--- src/hdl/sdis_pkg.sv ---
// Constants for the sync detect and interface select block
package sdis_pkg;

	// ------------------------------------------------------------
	// Register indices and byte addresses
	// ------------------------------------------------------------
	localparam logic [7:0] IDX_OUTPUT_MODE = 8'h10;
	localparam logic [7:0] IDX_SYNC_STATUS = 8'h11;
	localparam logic [7:0] IDX_SELECT = 8'h12;
	localparam logic [9:0] ADDR_OUTPUT_MODE = {IDX_OUTPUT_MODE, 2'h0};
	localparam logic [9:0] ADDR_SYNC_STATUS = {IDX_SYNC_STATUS, 2'h0};
	localparam logic [9:0] ADDR_SELECT = {IDX_SELECT, 2'h0};

	// ------------------------------------------------------------
	// Output mode control fields
	// ------------------------------------------------------------
	localparam int BIT_PIXEL_DUAL = 6;
	localparam int BIT_DRIVE_HI = 5;
	localparam int BIT_DRIVE_LO = 4;
	localparam int BIT_OUTPUT_TRISTATE = 3;
	localparam int BIT_DETECT_POLARITY = 2;
	localparam logic [7:0] OUTPUT_MODE_MASK = 8'h7C;
	localparam logic [7:0] OUTPUT_MODE_RESET = 8'h30;

	// ------------------------------------------------------------
	// Sync activity and selection status fields
	// ------------------------------------------------------------
	localparam int BIT_HSYNC_DETECT = 7;
	localparam int BIT_GREEN_DETECT = 6;
	localparam int BIT_VSYNC_DETECT = 5;
	localparam int BIT_LINK_CLK_DETECT = 4;
	localparam int BIT_INTERFACE_CHOICE = 3;
	localparam int BIT_HSYNC_CHOICE = 2;
	localparam int BIT_VSYNC_CHOICE = 1;

	// ------------------------------------------------------------
	// Interface selection override fields
	// ------------------------------------------------------------
	localparam int BIT_INTERFACE_OVERRIDE = 7;
	localparam int BIT_INTERFACE_PREFERENCE = 6;
	localparam int BIT_HSYNC_OVERRIDE = 5;
	localparam int BIT_HSYNC_PREFERENCE = 4;
	localparam int BIT_VSYNC_OVERRIDE = 3;
	localparam int BIT_VSYNC_SELECT = 2;
	localparam logic [7:0] SELECT_MASK = 8'hFC;
	localparam logic [7:0] SELECT_RESET = 8'h00;

	// ------------------------------------------------------------
	// Encodings
	// ------------------------------------------------------------
	localparam logic IFACE_ANALOG = 1'b0;
	localparam logic IFACE_DIGITAL = 1'b1;
	localparam logic HSRC_HSYNC = 1'b0;
	localparam logic HSRC_GREEN = 1'b1;
	localparam logic VSRC_VSYNC = 1'b0;
	localparam logic VSRC_SEPARATOR = 1'b1;

	typedef enum logic [1:0] {
		SDIS_DRIVE_LOW,
		SDIS_DRIVE_MEDIUM,
		SDIS_DRIVE_HIGH
	} sdis_drive_t;

	// ------------------------------------------------------------
	// AXI responses
	// ------------------------------------------------------------
	localparam logic [1:0] RESP_OKAY = 2'h0;
	localparam logic [1:0] RESP_SLVERR = 2'h2;

	// ------------------------------------------------------------
	// Timing
	// ------------------------------------------------------------
	localparam int CLK_MHZ = 125;
	localparam int ACTIVITY_TIMEOUT_US = 100;
	localparam int ACTIVITY_TIMEOUT_CYC = ACTIVITY_TIMEOUT_US * CLK_MHZ;

endpackage

--- src/hdl/sdis_top.sv ---
// Sync activity detectors, interface and sync source selection, output control
//
// Contract
// - Pixel select 0: one pixel per clock on even port; 1: both ports.
// - Drive field: upper bit 1 high, 01 medium, 00 low; reset 11.
// - Tristate bit 1 floats all outputs except sliced green and reference.
// - Sync detect pin is 1 on activity at polarity 0, 0 at polarity 1.
// - Hsync detect reads 1 while hsync toggles, 0 when held static.
// - Green sync detect reads 1 on activity on green input.
// - Vsync detect reads 1 while vsync toggles, 0 when held static.
// - Link clock detect reads 1 while the link clock toggles.
// - Analog detect is OR of three sync detects; digital is clock detect.
// - Auto choice: digital only gives 1, analog only 0, both preference.
// - Interface override forces choice to the preference bit.
// - Interface choice 0 is analog, 1 is digital.
// - Auto hsync: hsync only 0, green only 1, else preference.
// - Hsync override forces hsync choice to its preference bit.
// - Hsync choice 0 is dedicated hsync, 1 is green sync.
// - Auto vsync choice follows the vsync detect bit.
// - Vsync override forces vsync choice to the vsync select bit.
// - Interface override 0 automatic, 1 software; reset 0.
// - Interface preference 0 analog, 1 digital; reset 0.
// - Hsync preference 0 dedicated hsync, 1 green sync; reset 0.
// - Vsync source 0 is vsync input, 1 is sync separator.
`timescale 1ns/1ps

module sdis_top
	import sdis_pkg::*;
#(
	parameter int ACT_TIMEOUT = ACTIVITY_TIMEOUT_CYC,
	parameter int ADDR_W = 10
) (
	// Clock and reset
	input wire logic CLK,
	input wire logic RESET_N,
	// AXI4-Lite write address
	input wire logic [ADDR_W-1:0] S_AXI_AWADDR,
	input wire logic S_AXI_AWVALID,
	output logic S_AXI_AWREADY,
	// AXI4-Lite write data
	input wire logic [31:0] S_AXI_WDATA,
	input wire logic [3:0] S_AXI_WSTRB,
	input wire logic S_AXI_WVALID,
	output logic S_AXI_WREADY,
	// AXI4-Lite write response
	output logic [1:0] S_AXI_BRESP,
	output logic S_AXI_BVALID,
	input wire logic S_AXI_BREADY,
	// AXI4-Lite read address
	input wire logic [ADDR_W-1:0] S_AXI_ARADDR,
	input wire logic S_AXI_ARVALID,
	output logic S_AXI_ARREADY,
	// AXI4-Lite read data
	output logic [31:0] S_AXI_RDATA,
	output logic [1:0] S_AXI_RRESP,
	output logic S_AXI_RVALID,
	input wire logic S_AXI_RREADY,
	// Sync and link inputs
	input wire logic HSYNC_IN,
	input wire logic GREEN_SYNC_IN,
	input wire logic VSYNC_IN,
	input wire logic LINK_CLK_IN,
	// Selection results
	output logic INTERFACE_CHOICE,
	output logic HSYNC_SOURCE_CHOICE,
	output logic VSYNC_SOURCE_CHOICE,
	output logic SEEK_MODE,
	// Output control
	output logic SYNC_DETECT,
	output logic SYNC_DETECT_OE,
	output logic DATA_OE,
	output logic ODD_PORT_OE,
	output logic DUAL_PIXEL,
	output logic [1:0] DRIVE_STRENGTH,
	output logic SLICED_GREEN_SYNC_OUT_OE,
	output logic REFERENCE_OUT_OE
);

	localparam int CW = $clog2(ACT_TIMEOUT + 1);
	localparam logic [CW-1:0] TIMEOUT_LOAD = CW'(ACT_TIMEOUT);

	// ------------------------------------------------------------
	// Functions
	// ------------------------------------------------------------
	function automatic logic [7:0] word_index(input logic [ADDR_W-1:0] addr);
		word_index = 8'(addr >> 2);
	endfunction

	function automatic sdis_drive_t drive_decode(input logic [1:0] field);
		if (field[1]) begin
			drive_decode = SDIS_DRIVE_HIGH;
		end else if (field[0]) begin
			drive_decode = SDIS_DRIVE_MEDIUM;
		end else begin
			drive_decode = SDIS_DRIVE_LOW;
		end
	endfunction

	// ------------------------------------------------------------
	// Registers
	// ------------------------------------------------------------
	logic [7:0] output_mode_control;
	logic [7:0] interface_selection_override;
	logic [7:0] sync_activity_and_selection;

	// ------------------------------------------------------------
	// Input synchronisers and activity detectors
	// ------------------------------------------------------------
	logic [3:0] in_meta;
	logic [3:0] in_sync;
	logic [3:0] in_prev;
	logic [3:0] detect;
	logic [CW-1:0] quiet_cnt [4];

	always_ff @(posedge CLK or negedge RESET_N) begin
		if (!RESET_N) begin
			in_meta <= 4'h0;
			in_sync <= 4'h0;
			in_prev <= 4'h0;
		end else begin
			in_meta <= {LINK_CLK_IN, VSYNC_IN, GREEN_SYNC_IN, HSYNC_IN};
			in_sync <= in_meta;
			in_prev <= in_sync;
		end
	end

	always_ff @(posedge CLK or negedge RESET_N) begin
		if (!RESET_N) begin
			for (int i = 0; i < 4; i++) begin
				quiet_cnt[i] <= '0;
			end
		end else begin
			for (int i = 0; i < 4; i++) begin
				if (in_sync[i] != in_prev[i]) begin
					quiet_cnt[i] <= TIMEOUT_LOAD;
				end else if (quiet_cnt[i] != '0) begin
					quiet_cnt[i] <= quiet_cnt[i] - CW'(1);
				end
			end
		end
	end

	always_comb begin
		for (int i = 0; i < 4; i++) begin
			detect[i] = (quiet_cnt[i] != '0);
		end
	end

	// ------------------------------------------------------------
	// Source selection
	// ------------------------------------------------------------
	logic hs_det;
	logic green_det;
	logic vs_det;
	logic clk_det;
	logic analog_det;
	logic digital_det;
	logic next_interface;
	logic next_hsync;
	logic next_vsync;
	logic next_seek;

	assign hs_det = detect[0];
	assign green_det = detect[1];
	assign vs_det = detect[2];
	assign clk_det = detect[3];
	assign analog_det = hs_det | green_det | vs_det;
	assign digital_det = clk_det;

	always_comb begin
		next_seek = 1'b0;
		next_interface = INTERFACE_CHOICE;
		if (interface_selection_override[BIT_INTERFACE_OVERRIDE]) begin
			next_interface = interface_selection_override[BIT_INTERFACE_PREFERENCE];
		end else if (analog_det && digital_det) begin
			next_interface = interface_selection_override[BIT_INTERFACE_PREFERENCE];
		end else if (digital_det) begin
			next_interface = IFACE_DIGITAL;
		end else if (analog_det) begin
			next_interface = IFACE_ANALOG;
		end else begin
			next_seek = 1'b1;
		end
	end

	always_comb begin
		if (interface_selection_override[BIT_HSYNC_OVERRIDE]) begin
			next_hsync = interface_selection_override[BIT_HSYNC_PREFERENCE];
		end else if (hs_det && !green_det) begin
			next_hsync = HSRC_HSYNC;
		end else if (green_det && !hs_det) begin
			next_hsync = HSRC_GREEN;
		end else begin
			next_hsync = interface_selection_override[BIT_HSYNC_PREFERENCE];
		end
	end

	always_comb begin
		if (interface_selection_override[BIT_VSYNC_OVERRIDE]) begin
			next_vsync = interface_selection_override[BIT_VSYNC_SELECT];
		end else if (vs_det) begin
			next_vsync = VSRC_SEPARATOR;
		end else begin
			next_vsync = VSRC_VSYNC;
		end
	end

	always_ff @(posedge CLK or negedge RESET_N) begin
		if (!RESET_N) begin
			INTERFACE_CHOICE <= IFACE_ANALOG;
			HSYNC_SOURCE_CHOICE <= HSRC_HSYNC;
			VSYNC_SOURCE_CHOICE <= VSRC_VSYNC;
			SEEK_MODE <= 1'b0;
		end else begin
			INTERFACE_CHOICE <= next_interface;
			HSYNC_SOURCE_CHOICE <= next_hsync;
			VSYNC_SOURCE_CHOICE <= next_vsync;
			SEEK_MODE <= next_seek;
		end
	end

	always_comb begin
		sync_activity_and_selection = 8'h00;
		sync_activity_and_selection[BIT_HSYNC_DETECT] = hs_det;
		sync_activity_and_selection[BIT_GREEN_DETECT] = green_det;
		sync_activity_and_selection[BIT_VSYNC_DETECT] = vs_det;
		sync_activity_and_selection[BIT_LINK_CLK_DETECT] = clk_det;
		sync_activity_and_selection[BIT_INTERFACE_CHOICE] = INTERFACE_CHOICE;
		sync_activity_and_selection[BIT_HSYNC_CHOICE] = HSYNC_SOURCE_CHOICE;
		sync_activity_and_selection[BIT_VSYNC_CHOICE] = VSYNC_SOURCE_CHOICE;
	end

	// ------------------------------------------------------------
	// Output control
	// ------------------------------------------------------------
	logic tristate;
	logic activity;

	assign tristate = output_mode_control[BIT_OUTPUT_TRISTATE];
	assign activity = analog_det | digital_det;

	always_ff @(posedge CLK or negedge RESET_N) begin
		if (!RESET_N) begin
			SYNC_DETECT <= 1'b0;
			SYNC_DETECT_OE <= 1'b0;
			DATA_OE <= 1'b0;
			ODD_PORT_OE <= 1'b0;
			DUAL_PIXEL <= 1'b0;
			DRIVE_STRENGTH <= SDIS_DRIVE_HIGH;
			SLICED_GREEN_SYNC_OUT_OE <= 1'b0;
			REFERENCE_OUT_OE <= 1'b0;
		end else begin
			SYNC_DETECT <= activity ^ output_mode_control[BIT_DETECT_POLARITY];
			SYNC_DETECT_OE <= !tristate;
			DATA_OE <= !tristate;
			DUAL_PIXEL <= output_mode_control[BIT_PIXEL_DUAL];
			ODD_PORT_OE <= !tristate && output_mode_control[BIT_PIXEL_DUAL];
			DRIVE_STRENGTH <= drive_decode(output_mode_control[BIT_DRIVE_HI:BIT_DRIVE_LO]);
			SLICED_GREEN_SYNC_OUT_OE <= 1'b1;
			REFERENCE_OUT_OE <= 1'b1;
		end
	end

	// ------------------------------------------------------------
	// AXI4-Lite write path
	// ------------------------------------------------------------
	logic aw_held;
	logic w_held;
	logic [7:0] wr_index;
	logic [7:0] wr_byte;
	logic wr_lane;
	logic do_write;

	assign do_write = aw_held && w_held && !S_AXI_BVALID;

	always_ff @(posedge CLK or negedge RESET_N) begin
		if (!RESET_N) begin
			aw_held <= 1'b0;
			wr_index <= 8'h00;
			S_AXI_AWREADY <= 1'b0;
		end else if (S_AXI_AWVALID && S_AXI_AWREADY) begin
			aw_held <= 1'b1;
			wr_index <= word_index(S_AXI_AWADDR);
			S_AXI_AWREADY <= 1'b0;
		end else if (do_write) begin
			aw_held <= 1'b0;
		end else begin
			S_AXI_AWREADY <= !aw_held && !S_AXI_BVALID;
		end
	end

	always_ff @(posedge CLK or negedge RESET_N) begin
		if (!RESET_N) begin
			w_held <= 1'b0;
			wr_byte <= 8'h00;
			wr_lane <= 1'b0;
			S_AXI_WREADY <= 1'b0;
		end else if (S_AXI_WVALID && S_AXI_WREADY) begin
			w_held <= 1'b1;
			wr_byte <= S_AXI_WDATA[7:0];
			wr_lane <= S_AXI_WSTRB[0];
			S_AXI_WREADY <= 1'b0;
		end else if (do_write) begin
			w_held <= 1'b0;
		end else begin
			S_AXI_WREADY <= !w_held && !S_AXI_BVALID;
		end
	end

	always_ff @(posedge CLK or negedge RESET_N) begin
		if (!RESET_N) begin
			S_AXI_BVALID <= 1'b0;
			S_AXI_BRESP <= RESP_OKAY;
		end else if (do_write) begin
			S_AXI_BVALID <= 1'b1;
			if (wr_index == IDX_OUTPUT_MODE || wr_index == IDX_SYNC_STATUS
					|| wr_index == IDX_SELECT) begin
				S_AXI_BRESP <= RESP_OKAY;
			end else begin
				S_AXI_BRESP <= RESP_SLVERR;
			end
		end else if (S_AXI_BVALID && S_AXI_BREADY) begin
			S_AXI_BVALID <= 1'b0;
		end
	end

	always_ff @(posedge CLK or negedge RESET_N) begin
		if (!RESET_N) begin
			output_mode_control <= OUTPUT_MODE_RESET;
		end else if (do_write && wr_lane && wr_index == IDX_OUTPUT_MODE) begin
			output_mode_control <= wr_byte & OUTPUT_MODE_MASK;
		end
	end

	always_ff @(posedge CLK or negedge RESET_N) begin
		if (!RESET_N) begin
			interface_selection_override <= SELECT_RESET;
		end else if (do_write && wr_lane && wr_index == IDX_SELECT) begin
			interface_selection_override <= wr_byte & SELECT_MASK;
		end
	end

	// ------------------------------------------------------------
	// AXI4-Lite read path
	// ------------------------------------------------------------
	always_ff @(posedge CLK or negedge RESET_N) begin
		if (!RESET_N) begin
			S_AXI_ARREADY <= 1'b0;
			S_AXI_RVALID <= 1'b0;
			S_AXI_RDATA <= 32'h0000_0000;
			S_AXI_RRESP <= RESP_OKAY;
		end else if (S_AXI_ARVALID && S_AXI_ARREADY) begin
			S_AXI_ARREADY <= 1'b0;
			S_AXI_RVALID <= 1'b1;
			S_AXI_RRESP <= RESP_OKAY;
			case (word_index(S_AXI_ARADDR))
				IDX_OUTPUT_MODE: begin
					S_AXI_RDATA <= {24'h000000, output_mode_control};
				end
				IDX_SYNC_STATUS: begin
					S_AXI_RDATA <= {24'h000000, sync_activity_and_selection};
				end
				IDX_SELECT: begin
					S_AXI_RDATA <= {24'h000000, interface_selection_override};
				end
				default: begin
					S_AXI_RDATA <= 32'h0000_0000;
					S_AXI_RRESP <= RESP_SLVERR;
				end
			endcase
		end else if (S_AXI_RVALID && S_AXI_RREADY) begin
			S_AXI_RVALID <= 1'b0;
		end else begin
			S_AXI_ARREADY <= !S_AXI_RVALID;
		end
	end

endmodule

--- config.mk ---
export PLATFORM = sky130hd
export DESIGN_NAME = sdis_top
export DESIGN_NICKNAME = d
export VERILOG_FILES = /design/src/hdl/sdis_pkg.sv /design/src/hdl/sdis_top.sv
export SDC_FILE = /design/constraint.sdc
export NUM_CORES = 1
export LEC_CHECK = 0
export ABC_AREA = 1
export BUFFER_PORTS_ARGS = -buffer_cell sky130_fd_sc_hd__buf_4
export CAP_MARGIN = 20
export CORE_ASPECT_RATIO = 1.2
export CORE_MARGIN = 4
export CORE_UTILIZATION = 56
export DETAILED_ROUTE_END_ITERATION = 16
export PLACE_DENSITY_LB_ADDON = 0.3
export RECOVER_POWER = 100
export SETUP_SLACK_MARGIN = 0.2
export SYNTH_ARGS = -nofsm -noshare
export SYNTH_HDL_FRONTEND = slang
export SYNTH_SLANG_ARGS = --single-unit
--- constraint.sdc ---
create_clock -name CLK -period 1.9 [get_ports CLK]
set_clock_uncertainty 0.1 [all_clocks]
set_input_delay 0 -clock CLK [delete_from_list [all_inputs] [get_ports CLK]]
set_output_delay 0 -clock CLK [all_outputs]
set_load 0.005 [all_outputs]
After elaboration in Yosys (flattened, before gate mapping)
Index checks and enable logic that the tools add are counted.
{"block": "word_totals", "ff_bits": 150, "wordCells": 131}
{"block": "classes", "n_addsub": 4, "mux": 39, "reduce_logical": 39, "n_eq_ne": 13, "bitwise": 4}
{"cell": "$mux 14", "n": 8}
{"cell": "$reduce_bool 14->1", "n": 4}
{"cell": "$sub 14x1->14 const B", "n": 4}
{"cell": "$eq 8x5->1 const B", "n": 6}
{"cell": "$mux 1", "n": 27}
{"cell": "$pmux 8 s3", "n": 1}
{"cell": "$logic_and 1x1->1", "n": 16}
{"cell": "$reduce_bool 2->1", "n": 8}
{"cell": "$logic_not 1->1", "n": 7}
{"cell": "$mux 2", "n": 3}
{"cell": "$ne 1x1->1", "n": 4}
{"cell": "$ne 2x1->1 const B", "n": 2}
{"cell": "$reduce_bool 4->1", "n": 1}
{"cell": "$or 1x1->1", "n": 3}
{"cell": "$reduce_or 3->1", "n": 1}
{"cell": "$logic_or 1x1->1", "n": 2}
{"cell": "$ne 2x2->1 const B", "n": 1}
{"cell": "$xor 1x1->1", "n": 1}

Longest topological paths before layout
{"block": "depth", "word_depth": 7, "ltp_mapped": 10, "ltp_nobuf": 10}

Worst setup path after synthesis
OpenSTA, ideal clock, no wires.
{"block": "synth_timing", "path_kind": "reg-to-reg", "from": "reg quiet_cnt[0] in the netlist's numbering", "to": "reg quiet_cnt[2] in the netlist's numbering", "setup_time_ns": 0.118, "stages_incl_launch_ff": 10, "arrival_ns": 1.302, "path_slack_ns": 0.380, "period_less_slack_ns": 1.520, "cell_sequence": "dfrtp_1 inv_1 ha_1 inv_1 nor3_1 nand2_1 nand3_1 nand2_1 a21oi_1 inv_1"}
{"block": "synth_via", "elab_chain_len": 3}
{"element": "start, declared", "line": "sdis_top.sv:113", "rtl": "logic [CW-1:0] quiet_cnt [4];"}
{"element": "start signal, assigned by index", "line": "sdis_top.sv:137", "rtl": "quiet_cnt[i] <= quiet_cnt[i] - CW'(1);"}
{"element": "$sub 14x1->14", "line": "sdis_top.sv:137"}
{"element": "$mux 14", "line": "sdis_top.sv:136", "rtl": "end else if (quiet_cnt[i] != '0) begin"}
{"element": "$mux 14", "line": "sdis_top.sv:134", "rtl": "if (in_sync[i] != in_prev[i]) begin"}
Several ways; a longest one is shown, not always the timed one. The select of a mux whose other input is x is not followed.
A chain may end at the register's enable or synchronous reset.

Worst setup path in the final report
{"block": "layout_timing", "from": "reg quiet_cnt[22] in the netlist's numbering", "to": "reg quiet_cnt[26] in the netlist's numbering"}
Same word-level chain as after synthesis.

==> qor.csv <==
metric,value,unit
ys_top_cells_by_count,"nand2_1, dfrtp_1, nor2_1",
min_path_type,input port to flip-flop,
period_share,91.8,%
synth_top_family_by_area,simple AND/OR/NAND/NOR gates,
antenna_cells,0,
p_int,6.10,mW
critical_path_arrival,1930,ps
ys.flop_type,dfrtp_1,
rrSetupSlack,160,ps
antenna_found_initial,0,
ys_ff_latch,121,
place.gp.congestion,0.939,
synthSimpleGateAreaFrac,29.0,%
synth_edf_count,0,
n_fill_cell,774,
combPwrFrac,20.6,%
synthArstFlopShare,100,%
cts_num_sinks,121,
cts_root_buf,clkbuf_16,
synthesis.instances,739,
path_class,flip-flop to flip-flop,
hpwl,9980,um
first_global_vias,5366,
power.total,8.77,mW
p_clk_share,38.8,%
drive_above_1_share,21.7,%
ir_drop,0.919,mV
critical_path_required,2090,ps
drc,0,
cp_slowest_cell,dfrtp_1,
routed_wl,15300,um
tritoncts,yes,
worst_pin_slew,850,ps
synth_compound_area_share,5.52,%
syn_area,0.00618,mm^2
setup_violations,0,
vias,5405,
power_density,1120,mW/mm^2
yosysSeqAreaShare,49.0,%
drtIter0Drc,325,
dp_cells,929,
switching_power,2.67,mW
rsz0062_at_grt,true,
synth_mux_area_share,2.19,%
slew_headroom,43.3,%
grt_usage,24.5,%
cp_common_cell,nor2_1,
setup_ws,156,ps
die_w,104,um
yosysMostFrequentCell,nand2_1,
insertion_delay,420,ps
crit_path_cell_trace,nor2_1 -> nand2_1 -> nor2_1 -> nand2_4 -> inv_2 -> nand2_2 -> nand3_1 -> o21ai_1,
place.port_buffers,60,
area_delta_synth_final,27.1,%
cp_max_fo,7,
seq_power_share,40.6,%
crit_buf_inv,1,
htreeDepth,4,
clkTransAtPathRegs,60,ps
synthDistinctLibCells,41,
cts_buffers,17,
cts_buffer_depth,2,
overflow,0,
swShare,30.4,%
coreArea,0.0107,mm^2
avgSynthCellArea,8.37,um^2
cp-end-kind,flip-flop,
grt_start_max_net_pins,50,
final_core_util,73.7,%
die_area,0.0128,mm^2
synthAdderAreaFrac,1.62,%
max_cap_viol_count,0,
fmax,0.573,GHz
post-route-min-period,1740,ps
place_ws,162,ps
hold_violations,0,
startpoint_type,flip-flop,
avgViaCountPerCell,5.39,
pin_count,121,
synth_xor_area_share,3.06,%
start_util,58.0,%
fin_nets,936,
grt_pass1_wl,25400,um
yosys_warnings,0,
crit_family,simple AND/OR/NAND/NOR gates,
wl_per_cell,15.2,um
drtAntennaViolNets,0,
fp-row-count,41,
maxSlewViolCount,0,
instances_no_fill,1003,
p_leak,3.77,nW
synth.area.top_cells,"dfrtp_1, nand2_1, nor2_1",
status,finished clean,
yosysTopAreaCell,dfrtp_1,
cp_slowest_stage_delay,410,ps
drt_pass1_iterations,6,
synth_top_area_share,47.8,%
die_h,123,um
[cell type report]
cell class | instances | area, um^2 | share of cell area, %
clock inverters | 13 | 194 | 2.47
flip-flops and latches | 121 | 3030 | 38.6
repair buffers | 110 | 881 | 11.2
clock buffers | 19 | 433 | 5.51
multi-input cells | 518 | 2810 | 35.7
well taps | 129 | 161 | 2.05
inverters | 93 | 349 | 4.44
[worst reg2reg max path: cells and delay by family, from the launching register on]
family / cells / cell delay [ps]
AOI/OAI and AO/OA: 1 / 80
buffers and inverters: 1 / 100
and+or+nand+nor: 6 / 930
DFF: 1 / 410
[stage by stage]
step | setup TNS (ps) | cell area [um^2] | hold WS, ps
finish | 0 | 7860 | 12.7
global route | -0.0264 | 7860 | 67.1
CTS | 0 | 7680 | 7.73
detailed placement | 0 | 6740 | -125
global placement | 0 | 6740 | -119
floorplan | 0 | 6280 | -396
[power by group through the flow]
| stage | sequential, mW | clock, mW | combinational [mW] |
|---|---|---|---|
| floorplan | 3.48 | 0 | 1.12 |
| global placement | 3.56 | 0 | 1.62 |
| detailed placement | 3.57 | 0 | 1.70 |
| CTS | 3.54 | 3.44 | 1.78 |
| global route | 3.62 | 3.56 | 2.04 |
| finish | 3.56 | 3.40 | 1.81 |
[worst paths after layout]
path / cells past startpoint / from / to
setup reg to reg: 8 / quiet_cnt[22] / quiet_cnt[26]
hold reg to reg: 0 / in_meta[3] / in_sync[3]
setup / recovery: 8 / quiet_cnt[22] / quiet_cnt[26]
max in group asynchronous: 4 / RESET_N / output_mode_control[4]
min in group asynchronous: 3 / RESET_N / S_AXI_RDATA[1]
hold / removal: 6 / S_AXI_ARADDR[8] / S_AXI_RDATA[1]
[kinds of logic (layout without fill, tap and decap cells)]
| logic type | after synthesis | count (layout) |
|---|---|---|
| AOI/OAI and AO/OA | 64 | 64 |
| xor gates and xnor gates | 19 | 19 |
| adders and majority gates | 8 | 8 |
| buffers and inverters | 126 | 235 |
| DFF | 121 | 121 |
| muxes | 12 | 12 |
| other | 2 | 28 |
| and+or+nand+nor | 387 | 387 |
[timing repair]
action / CTS / global route
buffers inserted: 0 / 14
resized for setup: 7 / 44
pin swaps: 1 / 14
gates cloned: 0 / 0
endpoints found under the setup margin: 9 / 57
hold buffers: 28 / 0
endpoints found under the hold margin: 150 / 0
[layer usage]
layer	global-route usage (%)	part of all wire (%)	wire length [um]
met4	9.31	2.5	376
met1	28.8	39	5990
met5	0	0	0
met2	44.3	53	8050
met3	5.27	5.7	865
[flip-flops by register name, indices dropped and copies added (netlist names), 5 cells and up]
| register | flops |
|---|---|
| interface_selection_override | 6 |
| quiet_cnt | 56 |
| output_mode_control | 5 |
| S_AXI_RDATA | 7 |
| wr_byte | 6 |
| wr_index | 8 |
[layout by cell type, fill, tap and decap left out, types with 11 or more instances in the layout]
master and instances:
nor2_2 14, clkbuf_4 24, mux2_2 12, buf_4 45
nand3_1 50, nor2_1 91, dfrtp_1 117, a21oi_1 28
dlygate4sd3_1 28, inv_2 11, o21ai_0 22, nand2_1 147
clkbuf_16 17, nor2_4 13, nor3_1 24, inv_1 82
clkbuf_1 12, conb_1 28
Power figures use the tool's default switching activity.
